--- src/core/eppm_regs.svh ---
// register offsets, field positions, reset values and counts for the path overhead monitor
`ifndef EPPM_REGS_SVH
`define EPPM_REGS_SVH

// word offsets on the wishbone bus (byte addresses)
`define EPPM_ADR_CTRL     8'h00
`define EPPM_ADR_STATUS   8'h04
`define EPPM_ADR_DEGTHR   8'h08
`define EPPM_ADR_DEGM     8'h0C
`define EPPM_ADR_NEAR_BC  8'h10
`define EPPM_ADR_FAR_BC   8'h14
`define EPPM_ADR_SECONDS  8'h18
`define EPPM_ADR_EXP_TR0  8'h20
`define EPPM_ADR_ACC_TR0  8'h30

// control register bits
`define EPPM_CTRL_MON     0
`define EPPM_CTRL_TIMOFF  1
`define EPPM_CTRL_SSFREP  2
`define EPPM_CTRL_RDIREP  3
`define EPPM_CTRL_RESET   4'h0

// maintenance byte fields, bit 1 being the msb on the line
`define EPPM_MA_RDI       7
`define EPPM_MA_REI       6
`define EPPM_MA_LBL_HI    5
`define EPPM_MA_LBL_LO    3
`define EPPM_LBL_AIS      3'h7
`define EPPM_LBL_UNEQ     3'h0

// persistence and trace figures
`define EPPM_PERSIST      3'h5
`define EPPM_TRACE_LEN    16
`define EPPM_TRACE_SAME   2'h2
`define EPPM_DEGTHR_RESET 16'h0001
`define EPPM_DEGM_RESET   4'h3

`endif

--- src/core/eppm_pkg.sv ---
// types for the path overhead monitor
package eppm_pkg;

    // incoming frame byte stream from the upstream framer
    typedef struct packed {
        logic       start;
        logic       valid;
        logic [7:0] data;
    } eppm_stream_t;

    // fault causes towards management
    typedef struct packed {
        logic uneq;
        logic tim;
        logic deg;
        logic rdi;
        logic ssf;
    } eppm_cause_t;

    // whole state of the monitor
    typedef struct packed {
        logic             ack;
        logic [31:0]      rdat;
        logic [3:0]       ctrl;
        logic [15:0]      degthr;
        logic [3:0]       degm;
        logic [15:0][7:0] exp_tr;
        logic [15:0][7:0] acc_tr;
        logic [15:0][7:0] cap_tr;
        logic [15:0][7:0] last_tr;
        logic [3:0]       tidx;
        logic             tsync;
        logic [1:0]       tsame;
        logic [9:0]       pos;
        logic [7:0]       par;
        logic [7:0]       ppar;
        logic             have_prev;
        logic             ais;
        logic [2:0]       aisc;
        logic             uneq;
        logic [2:0]       uneqc;
        logic             rdi;
        logic [2:0]       rdic;
        logic             tim;
        logic             deg;
        logic [3:0]       degc;
        logic [15:0]      sec_err;
        logic [15:0]      nbc;
        logic [15:0]      fbc;
        logic             nds;
        logic             fds;
        logic [15:0]      out_nbc;
        logic [15:0]      out_fbc;
        logic             out_nds;
        logic             out_fds;
        logic             tsf;
        logic             tsd;
        eppm_cause_t      cause;
    } eppm_state_t;

endpackage : eppm_pkg

--- src/core/eppm_monitor.sv ---
// non-intrusive path overhead monitor with wishbone management registers
`timescale 1ns/1ps
`include "eppm_regs.svh"

// Overview of operation
// - per-bit even parity of previous frame checked
// - assemble sixteen-byte trace, show accepted value
// - only framed sixteen-byte trace mode supported
// - maintenance bit1 remote defect, bit2 remote error
// - remote defect bit one means far defect
// - each remote error bit counts far block
// - label bits three to five extracted
// - five label-111 frames raise alarm signal defect
// - five other-label frames clear alarm defect
// - server fail or alarm suppresses other detectors
// - mismatch detection can be switched off
// - trail fail and degraded outputs from defects
// - unequipped cause; mismatch cause without unequipped
// - degraded cause only without unequipped, mismatch
// - far defect cause gated and report enabled
// - server fail cause when reporting enabled
// - server fail reporting off after reset
// - far defect reporting off after reset
// - four performance outputs from defects, counts
// - overhead of this frame judges previous
module eppm_monitor #(
    parameter int FRAME_BYTES = 531,
    parameter int POS_EM = 0,
    parameter int POS_TR = 59,
    parameter int POS_MA = 118
) (
    input wire logic clk_i,
    input wire logic rst_i,
    input wire eppm_pkg::eppm_stream_t stream_i,
    input wire logic server_fail_in_i,
    input wire logic equipment_defect_i,
    input wire logic one_sec_pulse_i,
    input wire logic wb_cyc_i,
    input wire logic wb_stb_i,
    input wire logic wb_we_i,
    input wire logic [7:0] wb_adr_i,
    input wire logic [3:0] wb_sel_i,
    input wire logic [31:0] wb_dat_i,
    output logic [31:0] wb_dat_o,
    output logic wb_ack_o,
    output logic trail_fail_out_o,
    output logic trail_degraded_out_o,
    output eppm_pkg::eppm_cause_t cause_o,
    output logic near_defect_second_o,
    output logic far_defect_second_o,
    output logic [15:0] near_block_count_o,
    output logic [15:0] far_block_count_o
);

    eppm_pkg::eppm_state_t st_r;
    eppm_pkg::eppm_state_t st_nxt;

    ////////////////////////////////////////////////////////////////////////////////////////
    // helpers

    // n-frame persistence: flips the defect after enough frames disagree with it
    function automatic logic [3:0] persist(input logic cur, input logic hit,
                                           input logic [2:0] cnt);
        logic [2:0] c;
        c = cnt + 3'h1;
        if (hit == cur) begin
            persist = {cur, 3'h0};
        end else if (c == `EPPM_PERSIST) begin
            persist = {hit, 3'h0};
        end else begin
            persist = {cur, c};
        end
    endfunction : persist

    // byte-lane write of one word
    function automatic logic [31:0] lane_wr(input logic [31:0] old, input logic [31:0] dat,
                                            input logic [3:0] sel);
        logic [31:0] r;
        r = old;
        for (int i = 0; i < 4; i++) begin
            if (sel[i]) begin
                r[i*8 +: 8] = dat[i*8 +: 8];
            end
        end
        lane_wr = r;
    endfunction : lane_wr

    // saturating increment of a count
    function automatic logic [15:0] sat_inc(input logic [15:0] v);
        sat_inc = (v == 16'hFFFF) ? v : v + 16'h0001;
    endfunction : sat_inc

    ////////////////////////////////////////////////////////////////////////////////////////
    // next-state logic
    always_comb begin
        logic [7:0] b;
        logic hit_em;
        logic hit_tr;
        logic hit_ma;
        logic supp;
        logic mon;
        logic nerr;
        logic ferr;
        logic done;
        logic bad;
        logic [3:0] p;
        logic [2:0] lbl;
        logic [15:0][7:0] newcap;
        logic [3:0] widx;
        b = stream_i.data;
        hit_em = 1'b0;
        hit_tr = 1'b0;
        hit_ma = 1'b0;
        nerr = 1'b0;
        ferr = 1'b0;
        done = 1'b0;
        bad = 1'b0;
        p = 4'h0;
        supp = 1'b0;
        mon = 1'b0;
        lbl = b[`EPPM_MA_LBL_HI:`EPPM_MA_LBL_LO];
        newcap = st_r.cap_tr;
        widx = 4'h0;
        st_nxt = st_r;
        st_nxt.ack = 1'b0;

        // frame position and running parity
        if (stream_i.valid) begin
            if (stream_i.start) begin
                st_nxt.ppar = st_r.par;
                st_nxt.have_prev = (st_r.pos != 10'h000) || st_r.have_prev;
                st_nxt.par = b;
                st_nxt.pos = 10'h001;
                hit_em = (POS_EM == 0);
            end else begin
                st_nxt.par = st_r.par ^ b;
                if (st_r.pos != FRAME_BYTES[9:0]) begin
                    st_nxt.pos = st_r.pos + 10'h001;
                end
                hit_em = (st_r.pos == POS_EM[9:0]);
                hit_tr = (st_r.pos == POS_TR[9:0]);
                hit_ma = (st_r.pos == POS_MA[9:0]);
            end
        end

        supp = server_fail_in_i | st_r.ais;
        mon = st_r.ctrl[`EPPM_CTRL_MON];

        // parity byte against parity of the previous frame
        if (hit_em && st_r.have_prev) begin
            nerr = ((stream_i.start ? st_r.par : st_r.ppar) ^ b) != 8'h00;
        end

        // maintenance byte: far-end bits and label
        if (hit_ma) begin
            ferr = b[`EPPM_MA_REI];
            p = persist(st_r.ais, lbl == `EPPM_LBL_AIS, st_r.aisc);
            st_nxt.ais = p[3];
            st_nxt.aisc = p[2:0];
            p = persist(st_r.uneq, lbl == `EPPM_LBL_UNEQ, st_r.uneqc);
            st_nxt.uneq = p[3];
            st_nxt.uneqc = p[2:0];
            p = persist(st_r.rdi, b[`EPPM_MA_RDI], st_r.rdic);
            st_nxt.rdi = p[3];
            st_nxt.rdic = p[2:0];
        end

        // framed trace capture: msb set marks the first byte
        if (hit_tr) begin
            if (b[7]) begin
                newcap[0] = b;
                st_nxt.tidx = 4'h1;
                st_nxt.tsync = 1'b1;
            end else if (st_r.tsync && st_r.tidx != 4'h0) begin
                widx = st_r.tidx;
                newcap[widx] = b;
                st_nxt.tidx = st_r.tidx + 4'h1;
                done = (st_r.tidx == 4'hF);
            end else begin
                st_nxt.tsync = 1'b0;
            end
            st_nxt.cap_tr = newcap;
        end
        // accept after three identical strings in a row
        if (done) begin
            st_nxt.last_tr = newcap;
            if (newcap == st_r.last_tr) begin
                if (st_r.tsame + 2'h1 == `EPPM_TRACE_SAME) begin
                    st_nxt.acc_tr = newcap;
                end else begin
                    st_nxt.tsame = st_r.tsame + 2'h1;
                end
            end else begin
                st_nxt.tsame = 2'h0;
            end
        end

        // mismatch of accepted against expected trace
        st_nxt.tim = !st_r.ctrl[`EPPM_CTRL_TIMOFF] && !supp
                     && (st_r.acc_tr != st_r.exp_tr);

        // degraded: error count per second over a run of seconds
        if (nerr) begin
            st_nxt.sec_err = sat_inc(st_r.sec_err);
        end
        // judge the closing second; an error on the boundary opens the next one
        if (one_sec_pulse_i) begin
            bad = st_r.sec_err >= st_r.degthr;
            st_nxt.sec_err = {15'h0000, nerr};
            if (bad == st_r.deg) begin
                st_nxt.degc = 4'h0;
            end else if (st_r.degc + 4'h1 >= st_r.degm) begin
                st_nxt.deg = bad;
                st_nxt.degc = 4'h0;
            end else begin
                st_nxt.degc = st_r.degc + 4'h1;
            end
        end

        // detectors held clear under server fail or alarm signal
        if (supp) begin
            st_nxt.uneq = 1'b0;
            st_nxt.uneqc = 3'h0;
            st_nxt.rdi = 1'b0;
            st_nxt.rdic = 3'h0;
            st_nxt.deg = 1'b0;
            st_nxt.degc = 4'h0;
            st_nxt.tim = 1'b0;
        end

        // consequent actions
        st_nxt.tsf = server_fail_in_i | st_r.ais | st_r.uneq | st_r.tim;
        st_nxt.tsd = st_r.deg;

        // fault cause correlation
        st_nxt.cause.uneq = mon & st_r.uneq;
        st_nxt.cause.tim = mon & st_r.tim & ~st_r.uneq;
        st_nxt.cause.deg = mon & st_r.deg & ~st_r.uneq & ~st_r.tim;
        st_nxt.cause.rdi = mon & st_r.rdi & ~st_r.tim & ~st_r.uneq
                           & st_r.ctrl[`EPPM_CTRL_RDIREP];
        st_nxt.cause.ssf = mon & (server_fail_in_i | st_r.ais)
                           & st_r.ctrl[`EPPM_CTRL_SSFREP];

        // one-second performance gathering
        if (nerr) begin
            st_nxt.nbc = sat_inc(st_r.nbc);
        end
        if (ferr) begin
            st_nxt.fbc = sat_inc(st_r.fbc);
        end
        st_nxt.nds = st_r.nds | st_r.tsf | equipment_defect_i;
        st_nxt.fds = st_r.fds | st_r.rdi;
        if (one_sec_pulse_i) begin
            st_nxt.out_nbc = st_r.nbc;
            st_nxt.out_fbc = st_r.fbc;
            st_nxt.out_nds = st_r.nds;
            st_nxt.out_fds = st_r.fds;
            st_nxt.nbc = {15'h0000, nerr};
            st_nxt.fbc = {15'h0000, ferr};
            st_nxt.nds = st_r.tsf | equipment_defect_i;
            st_nxt.fds = st_r.rdi;
        end

        // wishbone slave: one wait state, ack for one cycle
        if (wb_cyc_i && wb_stb_i && !st_r.ack) begin
            st_nxt.ack = 1'b1;
            st_nxt.rdat = 32'h0000_0000;
            if (wb_we_i) begin
                case (wb_adr_i)
                    `EPPM_ADR_CTRL: begin
                        if (wb_sel_i[0]) begin
                            st_nxt.ctrl = wb_dat_i[3:0];
                        end
                    end
                    `EPPM_ADR_DEGTHR: begin
                        st_nxt.degthr = 16'(lane_wr({16'h0000, st_r.degthr}, wb_dat_i,
                                                    wb_sel_i)); // lower half only
                    end
                    `EPPM_ADR_DEGM: begin
                        if (wb_sel_i[0]) begin
                            st_nxt.degm = wb_dat_i[3:0];
                        end
                    end
                    default: begin
                        if (wb_adr_i[7:4] == `EPPM_ADR_EXP_TR0 >> 4) begin
                            st_nxt.exp_tr[wb_adr_i[3:2]*4 +: 4] =
                                lane_wr(st_r.exp_tr[wb_adr_i[3:2]*4 +: 4], wb_dat_i,
                                        wb_sel_i);
                        end
                    end
                endcase
            end else begin
                case (wb_adr_i)
                    `EPPM_ADR_CTRL: st_nxt.rdat = {28'h000_0000, st_r.ctrl};
                    `EPPM_ADR_STATUS: st_nxt.rdat = {20'h0_0000, st_r.tsd, st_r.tsf,
                                                    st_r.ais, st_r.uneq, st_r.tim,
                                                    st_r.deg, st_r.rdi, st_r.cause};
                    `EPPM_ADR_DEGTHR: st_nxt.rdat = {16'h0000, st_r.degthr};
                    `EPPM_ADR_DEGM: st_nxt.rdat = {28'h000_0000, st_r.degm};
                    `EPPM_ADR_NEAR_BC: st_nxt.rdat = {16'h0000, st_r.out_nbc};
                    `EPPM_ADR_FAR_BC: st_nxt.rdat = {16'h0000, st_r.out_fbc};
                    `EPPM_ADR_SECONDS: st_nxt.rdat = {30'h0000_0000, st_r.out_fds,
                                                     st_r.out_nds};
                    default: begin
                        if (wb_adr_i[7:4] == `EPPM_ADR_EXP_TR0 >> 4) begin
                            st_nxt.rdat = st_r.exp_tr[wb_adr_i[3:2]*4 +: 4];
                        end else if (wb_adr_i[7:4] == `EPPM_ADR_ACC_TR0 >> 4) begin
                            st_nxt.rdat = st_r.acc_tr[wb_adr_i[3:2]*4 +: 4];
                        end
                    end
                endcase
            end
        end
    end

    ////////////////////////////////////////////////////////////////////////////////////////
    // state register
    always_ff @(posedge clk_i) begin
        if (rst_i) begin
            st_r <= '0;
            st_r.ctrl <= `EPPM_CTRL_RESET;
            st_r.degthr <= `EPPM_DEGTHR_RESET;
            st_r.degm <= `EPPM_DEGM_RESET;
        end else begin
            st_r <= st_nxt;
        end
    end

    ////////////////////////////////////////////////////////////////////////////////////////
    // outputs straight from the state register
    assign wb_dat_o = st_r.rdat;
    assign wb_ack_o = st_r.ack;
    assign trail_fail_out_o = st_r.tsf;
    assign trail_degraded_out_o = st_r.tsd;
    assign cause_o = st_r.cause;
    assign near_defect_second_o = st_r.out_nds;
    assign far_defect_second_o = st_r.out_fds;
    assign near_block_count_o = st_r.out_nbc;
    assign far_block_count_o = st_r.out_fbc;

endmodule : eppm_monitor

--- config.mk ---
export PLATFORM = sky130hd
export DESIGN_NAME = eppm_monitor
export DESIGN_NICKNAME = d
export VERILOG_FILES = /design/src/core/eppm_pkg.sv /design/src/core/eppm_monitor.sv
export VERILOG_INCLUDE_DIRS = /design/src /design/src/core
export SDC_FILE = /design/constraint.sdc
export NUM_CORES = 2
export LEC_CHECK = 0
export BUFFER_PORTS_ARGS = -buffer_cell sky130_fd_sc_hd__clkbuf_2
export CAP_MARGIN = 15
export CORE_MARGIN = 2
export CORE_UTILIZATION = 35
export CTS_CLUSTER_DIAMETER = 100
export DETAILED_ROUTE_END_ITERATION = 10
export PLACE_DENSITY = 0.59
export SLEW_MARGIN = 20
export SYNTH_ARGS = -nofsm -noshare
export SYNTH_HDL_FRONTEND = slang
export SYNTH_SLANG_ARGS = --single-unit
--- constraint.sdc ---
create_clock -name clk_i -period 4.2 [get_ports clk_i]
set_input_delay 0.63 -clock clk_i [delete_from_list [all_inputs] [get_ports clk_i]]
set_output_delay 0.63 -clock clk_i [all_outputs]
set_load 0.005 [all_outputs]
* Word level (Yosys, flattened, before mapping)
Cells that the tools add are included.
** Storage, ports and cells
- RAM bits :: 0
- Latch bits :: 0
- Output and inout port bits :: 74
- Memories :: 0
- Register bits :: 712
- Memory bits (read-only) :: 0
** Operators by class
- Eq/ne operators :: 31
- Multiplexer cells :: 78
- Div/mod/pow operators :: 0
- Bitwise operators :: 31
- Shifts and indexed selects :: 25
- Order comparisons :: 4
- Reductions and logical operators :: 45
- Multipliers :: 0
- Add/sub/neg operators :: 11
** Operators with widths (number)
- two-way mux 128 bit :: 4
- variable part select 4 x 34 -> 16 bit :: 8
- bitwise mux 128 bit :: 2
- variable part select 16 x 5 -> 4 bit :: 16
- one-hot mux 32 bit (7 select lines) :: 1
- two-way mux 8 bit :: 25
- two-way mux 185 bit :: 1
- two-way mux 152 bit :: 1
- == test 128 bit :: 1
- inequality test 128 bit :: 1
- two-way mux 120 bit :: 1
- two-way mux 32 bit :: 3
- two-way mux 53 bit :: 1
- adder 16 x 1 -> 16 bit (second input constant) :: 3
- == test 16 bit (second input constant) :: 3
- two-way mux 16 bit :: 3
- negator 4 -> 34 bit :: 1
- variable shift 4 x 34 -> 16 bit (first input constant) :: 1
- demux 8 bit (select 4 bit) :: 1
- two-way mux 4 bit :: 7
- == test 8 x 5 -> 1 bit (second input constant) :: 3
- AND reduction 2 bit :: 11
- AND reduction 4 bit :: 5
- two-way mux 18 bit :: 1
- 41 further kinds :: 121

* Depth between registers and ports, before layout
- Depth after elaboration :: 12
- Depth in mapped cells :: 16
- Depth with buffers taken out :: 13

* Worst setup path after synthesis
No wires, ideal clock.
- Path type :: input port to flip-flop
- Start :: input stream_i[9] (netlist bit)
- End :: register st_r[406] (netlist bit)
- Slack :: 0.101 ns
- Setup time :: 0.121 ns
- Stages on the path :: 15
- Arrival :: 3.978 ns
- Path buffers :: 4
- Cell sequence :: buf_2 -> or4b_1 -> a2111o_1 -> or2_1 -> buf_6 -> nand2_2 -> o211ai_1 -> a2111oi_0 -> o2111ai_1 -> nor4bb_1 -> and4b_1 -> and3_4 -> buf_12 -> buf_12 -> mux2_4
** On the way
- Cells in the longest elaborated chain, start to end :: 5
- Elaborated cells on any way between the ends :: 6
- Classes of those cells :: eq/ne: 1; mux: 4; reduce/logical: 1
** RTL lines
- from (decl) :: line eppm_monitor.sv:34 : input wire eppm_pkg::eppm_stream_t stream_i,
- two-way mux 1 bit (*) :: line eppm_monitor.sv:129 : if (stream_i.start) begin
- two-way mux 1 bit (*) :: line eppm_monitor.sv:128 : if (stream_i.valid) begin
- two-way mux 128 bit
- == test 128 bit :: line eppm_monitor.sv:187 : if (newcap == st_r.last_tr) begin
- AND reduction 3 bit (no line)
- to (signal assigned) :: line eppm_monitor.sv:325 : st_r <= st_nxt;
- to (decl) :: line eppm_monitor.sv:55 : eppm_pkg::eppm_state_t st_r;
Mark *: on every way between the ends. The rest lies on a longest branch, timed or not.
A chain may end at the register's enable or synchronous reset.

* Worst setup path after layout
- Start :: register st_r[135] (netlist bit)
- End :: register st_r[429] (netlist bit)
** On the way
- Cells in the longest elaborated chain, start to end :: 6
- Elaborated cells on any way between the ends :: 7
- Classes of those cells :: eq/ne: 2; mux: 4; reduce/logical: 1
** RTL lines
- == test 10 x 6 -> 1 bit (*) :: line eppm_monitor.sv:141 : hit_tr = (st_r.pos == POS_TR[9:0]);
- two-way mux 1 bit (*) :: line eppm_monitor.sv:129
- two-way mux 1 bit (*) :: line eppm_monitor.sv:128
- two-way mux 128 bit
- == test 128 bit :: line eppm_monitor.sv:187
- AND reduction 3 bit (no line)
Marked as above.

==> reports/results.txt <==
RSZ-0062 raised after global routing = true
Syn Area/Cell = 9.28 sq um
Most frequent CP cell = buf_12
WL/cell = 25.1 um
Worst EP required = 4.73 ns
Final Non-Filler Cells = 5,387
Area grow syn2layout = 20.4%
Fin. Hold Viols = 0
Final Max Slew Viols = 0
Area leader, netlist = dfxtp_1
Mapped cell area = 0.0349 sq mm
Ys async rst share = 0%
Startpoint Class = flop
Placer Congestion = 1.02
Final setup TNS = -19.30 ns
Synth Net Count = 3,867
CP Max Fanout = 7
R2R Path End = st_r[429]$_SDFFE_PP0P_
Flop pwr share = 45.4%
XOR/XNOR Fraction of Synth Area = 5.92%
Via density = 5.61
Clock share of power = 50.7%
Crit. End Element = flop
Post-synth cell types = 93
Via count = 30,200
Core Util, Final = 42.7%
Fmax = 227 MHz
Reg clk slew, reported paths = 0.06 ns
Post-place setup slack = -0.632 ns
H-tree Lvls = 3
PD cells = 355 mW/mm^2
Worst Reg-to-Reg Cells = 18
Switching share of power = 23.6%
Hold Slack = 0.203 ns
ANT nets after route = 0
Critical path's top delay family = simple AND/OR/NAND/NOR gates
Clock Skew = 0.0264 ns
CP max stage delay = 0.56 ns
Clock buffer depth = 3
Hold Crit Depth = 3
Clk sinks = 712
NetSw = 3.52 mW
All-Layer GR Usage = 25.7%
Status = finished with violations
Ys Warns = 0
Combinational Power Share = 3.9%
Register area = 0.0143 sq mm
Worst path bufs/invs = 7
Initial Util = 35.4%
Final period utilization = 105%
Final Power = 14.9 mW
Internal = 11.4 mW
Final setup violation count = 124
Vias in the first global route = 28,600
TritonCTS clock tree = yes
Flop2flop setup slack = -0.20 ns
Chip width = 320 um
Layout Nets = 4,137
Routed Wire Length = 135,000 um
Crit path DAT = 4.94 ns
Slew headroom = 36.4%
EDFF count, synth = 0
Final min period = 4.40 ns
Compound-gate portion of the synthesized area = 14.4%
Worst Hold Endpoint = st_r[42]$_SDFF_PP0_
Mux share of post-synthesis cell area = 13.6%
Critical-path cell list = or4b_4 > a2111oi_4 > buf_12 > buf_8 > buf_6 > nand3_4 > buf_4 > mux2i_2 > xnor2_2 > nor3_1 > nand4_1 > nor4_2 > and4b_1 > and3_4 > buf_12 > buf_16 > buf_12 > mux2_4
Synth Area in Simple Gates = 17.8%
HP Start = equipment_defect_i
Synth top area share = 40.8%
Layout cells sized above 1 = 23.0%
Worst slew pin tran = 0.954 ns
Peak VDD IR = 0.302 mV
Largest net degree at the start of global routing = 114
Placed insts = 5,221
HPWL after DPL = 101,000 um
CTS buffer count = 83
Worst R2R Start = st_r[135]$_SDFFE_PP0P_
Synth Area in Adders = 1.54%
Area of the die = 0.102 sq mm
Clock latency on the worst-skew pair = 0.66 ns
Largest cells by area after synthesis = dfxtp_1 41%, nor2_1 6.6%, xor2_1 4.7%, mux2_4 4.3%, mux4_2 4.1%
# fillers = 9,528
Primary FF master, synth = dfxtp_1
Final worst setup slack = -0.203 ns
CP Class = flop to flop
Worst min-delay path class = primary input to flop
Sequential area share after synthesis = 40.8%
Die H = 320 um
Site row count = 115
Port Buffers = 135
Global-route wire length before repair = 196,000 um
Mapped Cells = 3,762
Fin area = 0.0420 sq mm
Core Area = 0.0986 sq mm
Drc violations = 0
Max-Cap Viols = 0
Initial DRC Count = 3,317
1st-pass router iterations = 6
Area occupied by multi-input gates = 0.0189 sq mm
Root Driver = clkbuf_16
Largest family of logic cells by synthesized area = simple AND/OR/NAND/NOR gates
Overflow after GRT = 0
Leak = 16.8 nW
CP max stage cell = or4b_4
Top-Level Pins = 136
Synth Register Bits = 712
Violated checks = setup timing
Post-placement cell area = 0.0387 sq mm
Initial antenna violation count = 2
-- worst register-to-register path: cells and delay by family (launching register included) --
family | cells | cell delay [ns]
AND/OR/NAND/NOR | 7 | 1.86
buffers and inverters | 7 | 1.02
multiplexers | 2 | 0.53
flip-flops | 1 | 0.36
AO/OA/AOI/OAI | 1 | 0.34
XOR/XNOR | 1 | 0.17
-- layout by cell type (no fill, tap or decap), types with 84 or more instances in the layout --
cell,count
clkbuf_2,132
mux2_4,107
a211oi_1,121
xor2_1,187
mux2i_1,108
a22oi_1,169
nor2_1,612
nand2_1,180
nor2b_1,138
buf_4,335
dfxtp_1,709
clkbuf_16,84
a21oi_1,164
-- power by group through the flow --
stage	sequential, mW	clock, mW	combinational (mW)
2_1_floorplan	6.92	0	0.324
3_3_place_gp	6.92	0	0.570
3_5_place_dp	6.92	0	0.569
4_1_cts	6.77	7.67	0.572
5_1_grt	6.77	7.94	0.610
6_report	6.77	7.56	0.579
-- cell type report --
cell class,instances,share of cell area [%]
multi-input combinational,2638,45.1
sequential,712,33.9
timing repair buffer,514,9.68
clock buffer,117,5.72
tap,1287,3.83
clock inverter,35,1.05
inverter,83,0.741
antenna,1,0.00595
-- cells in the mapped netlist (all sizes together) (43+ instances only) --
cell type / count
clkbuf: 213
a21oi: 167
dfxtp: 712
buf: 116
mux2: 155
nand2: 183
xnor2: 49
xor2: 187
nand2b: 43
nor3: 57
mux4: 64
inv: 81
a211oi: 126
nor4: 57
nand4: 48
mux2i: 117
nor2: 615
ha: 43
nor2b: 139
a22oi: 169
nand3: 67
o21ai: 54
-- how the worst max path moves through the flow --
stage / end / cells after the start / slack (ns) / from
2_1_floorplan: st_r[406]$_SDFFE_PP0P_ / 15 / 0.10 / stream_i[9]
3_3_place_gp: st_r[447]$_SDFFE_PP0P_ / 15 / -0.61 / stream_i[9]
3_5_place_dp: st_r[457]$_SDFFE_PP0P_ / 15 / -0.63 / stream_i[8]
4_1_cts: st_r[400]$_SDFFE_PP0P_ / 16 / -0.07 / st_r[135]$_SDFFE_PP0P_
5_1_grt: st_r[429]$_SDFFE_PP0P_ / 22 / -0.32 / st_r[139]$_SDFFE_PP0P_
6_report: st_r[429]$_SDFFE_PP0P_ / 18 / -0.20 / st_r[135]$_SDFFE_PP0P_
-- logic make-up (layout without fill, tap and decap cells) --
family                     count (synthesis)  count (layout)
xor gates and xnor gates                 236             236
buffers and inverters                    412             749
muxes                                    336             336
AOI/OAI and AO/OA                        718             718
other                                      0               1
adders and majority gates                 43              43
DFF                                      712             712
and+or+nand+nor                         1305            1305
-- metal layers --
layer	vias to the layer above	GRT usage, %	routed length [um]
li1	13900	-	-
met1	14800	33.5	56000
met2	1313	41.5	62300
met3	273	4.54	10900
met4	0	11.3	6250
met5	-	0	0
-- repair_timing --
action / in CTS / in global routing
gates cloned: 2 / 1
resized for setup: 51 / 26
pin swaps: 1 / 2
endpoints found under the setup margin: 128 / 128
hold buffers: 0 / 0
buffers inserted: 9 / 1
Note: power is estimated with default switching activity, not from simulation.
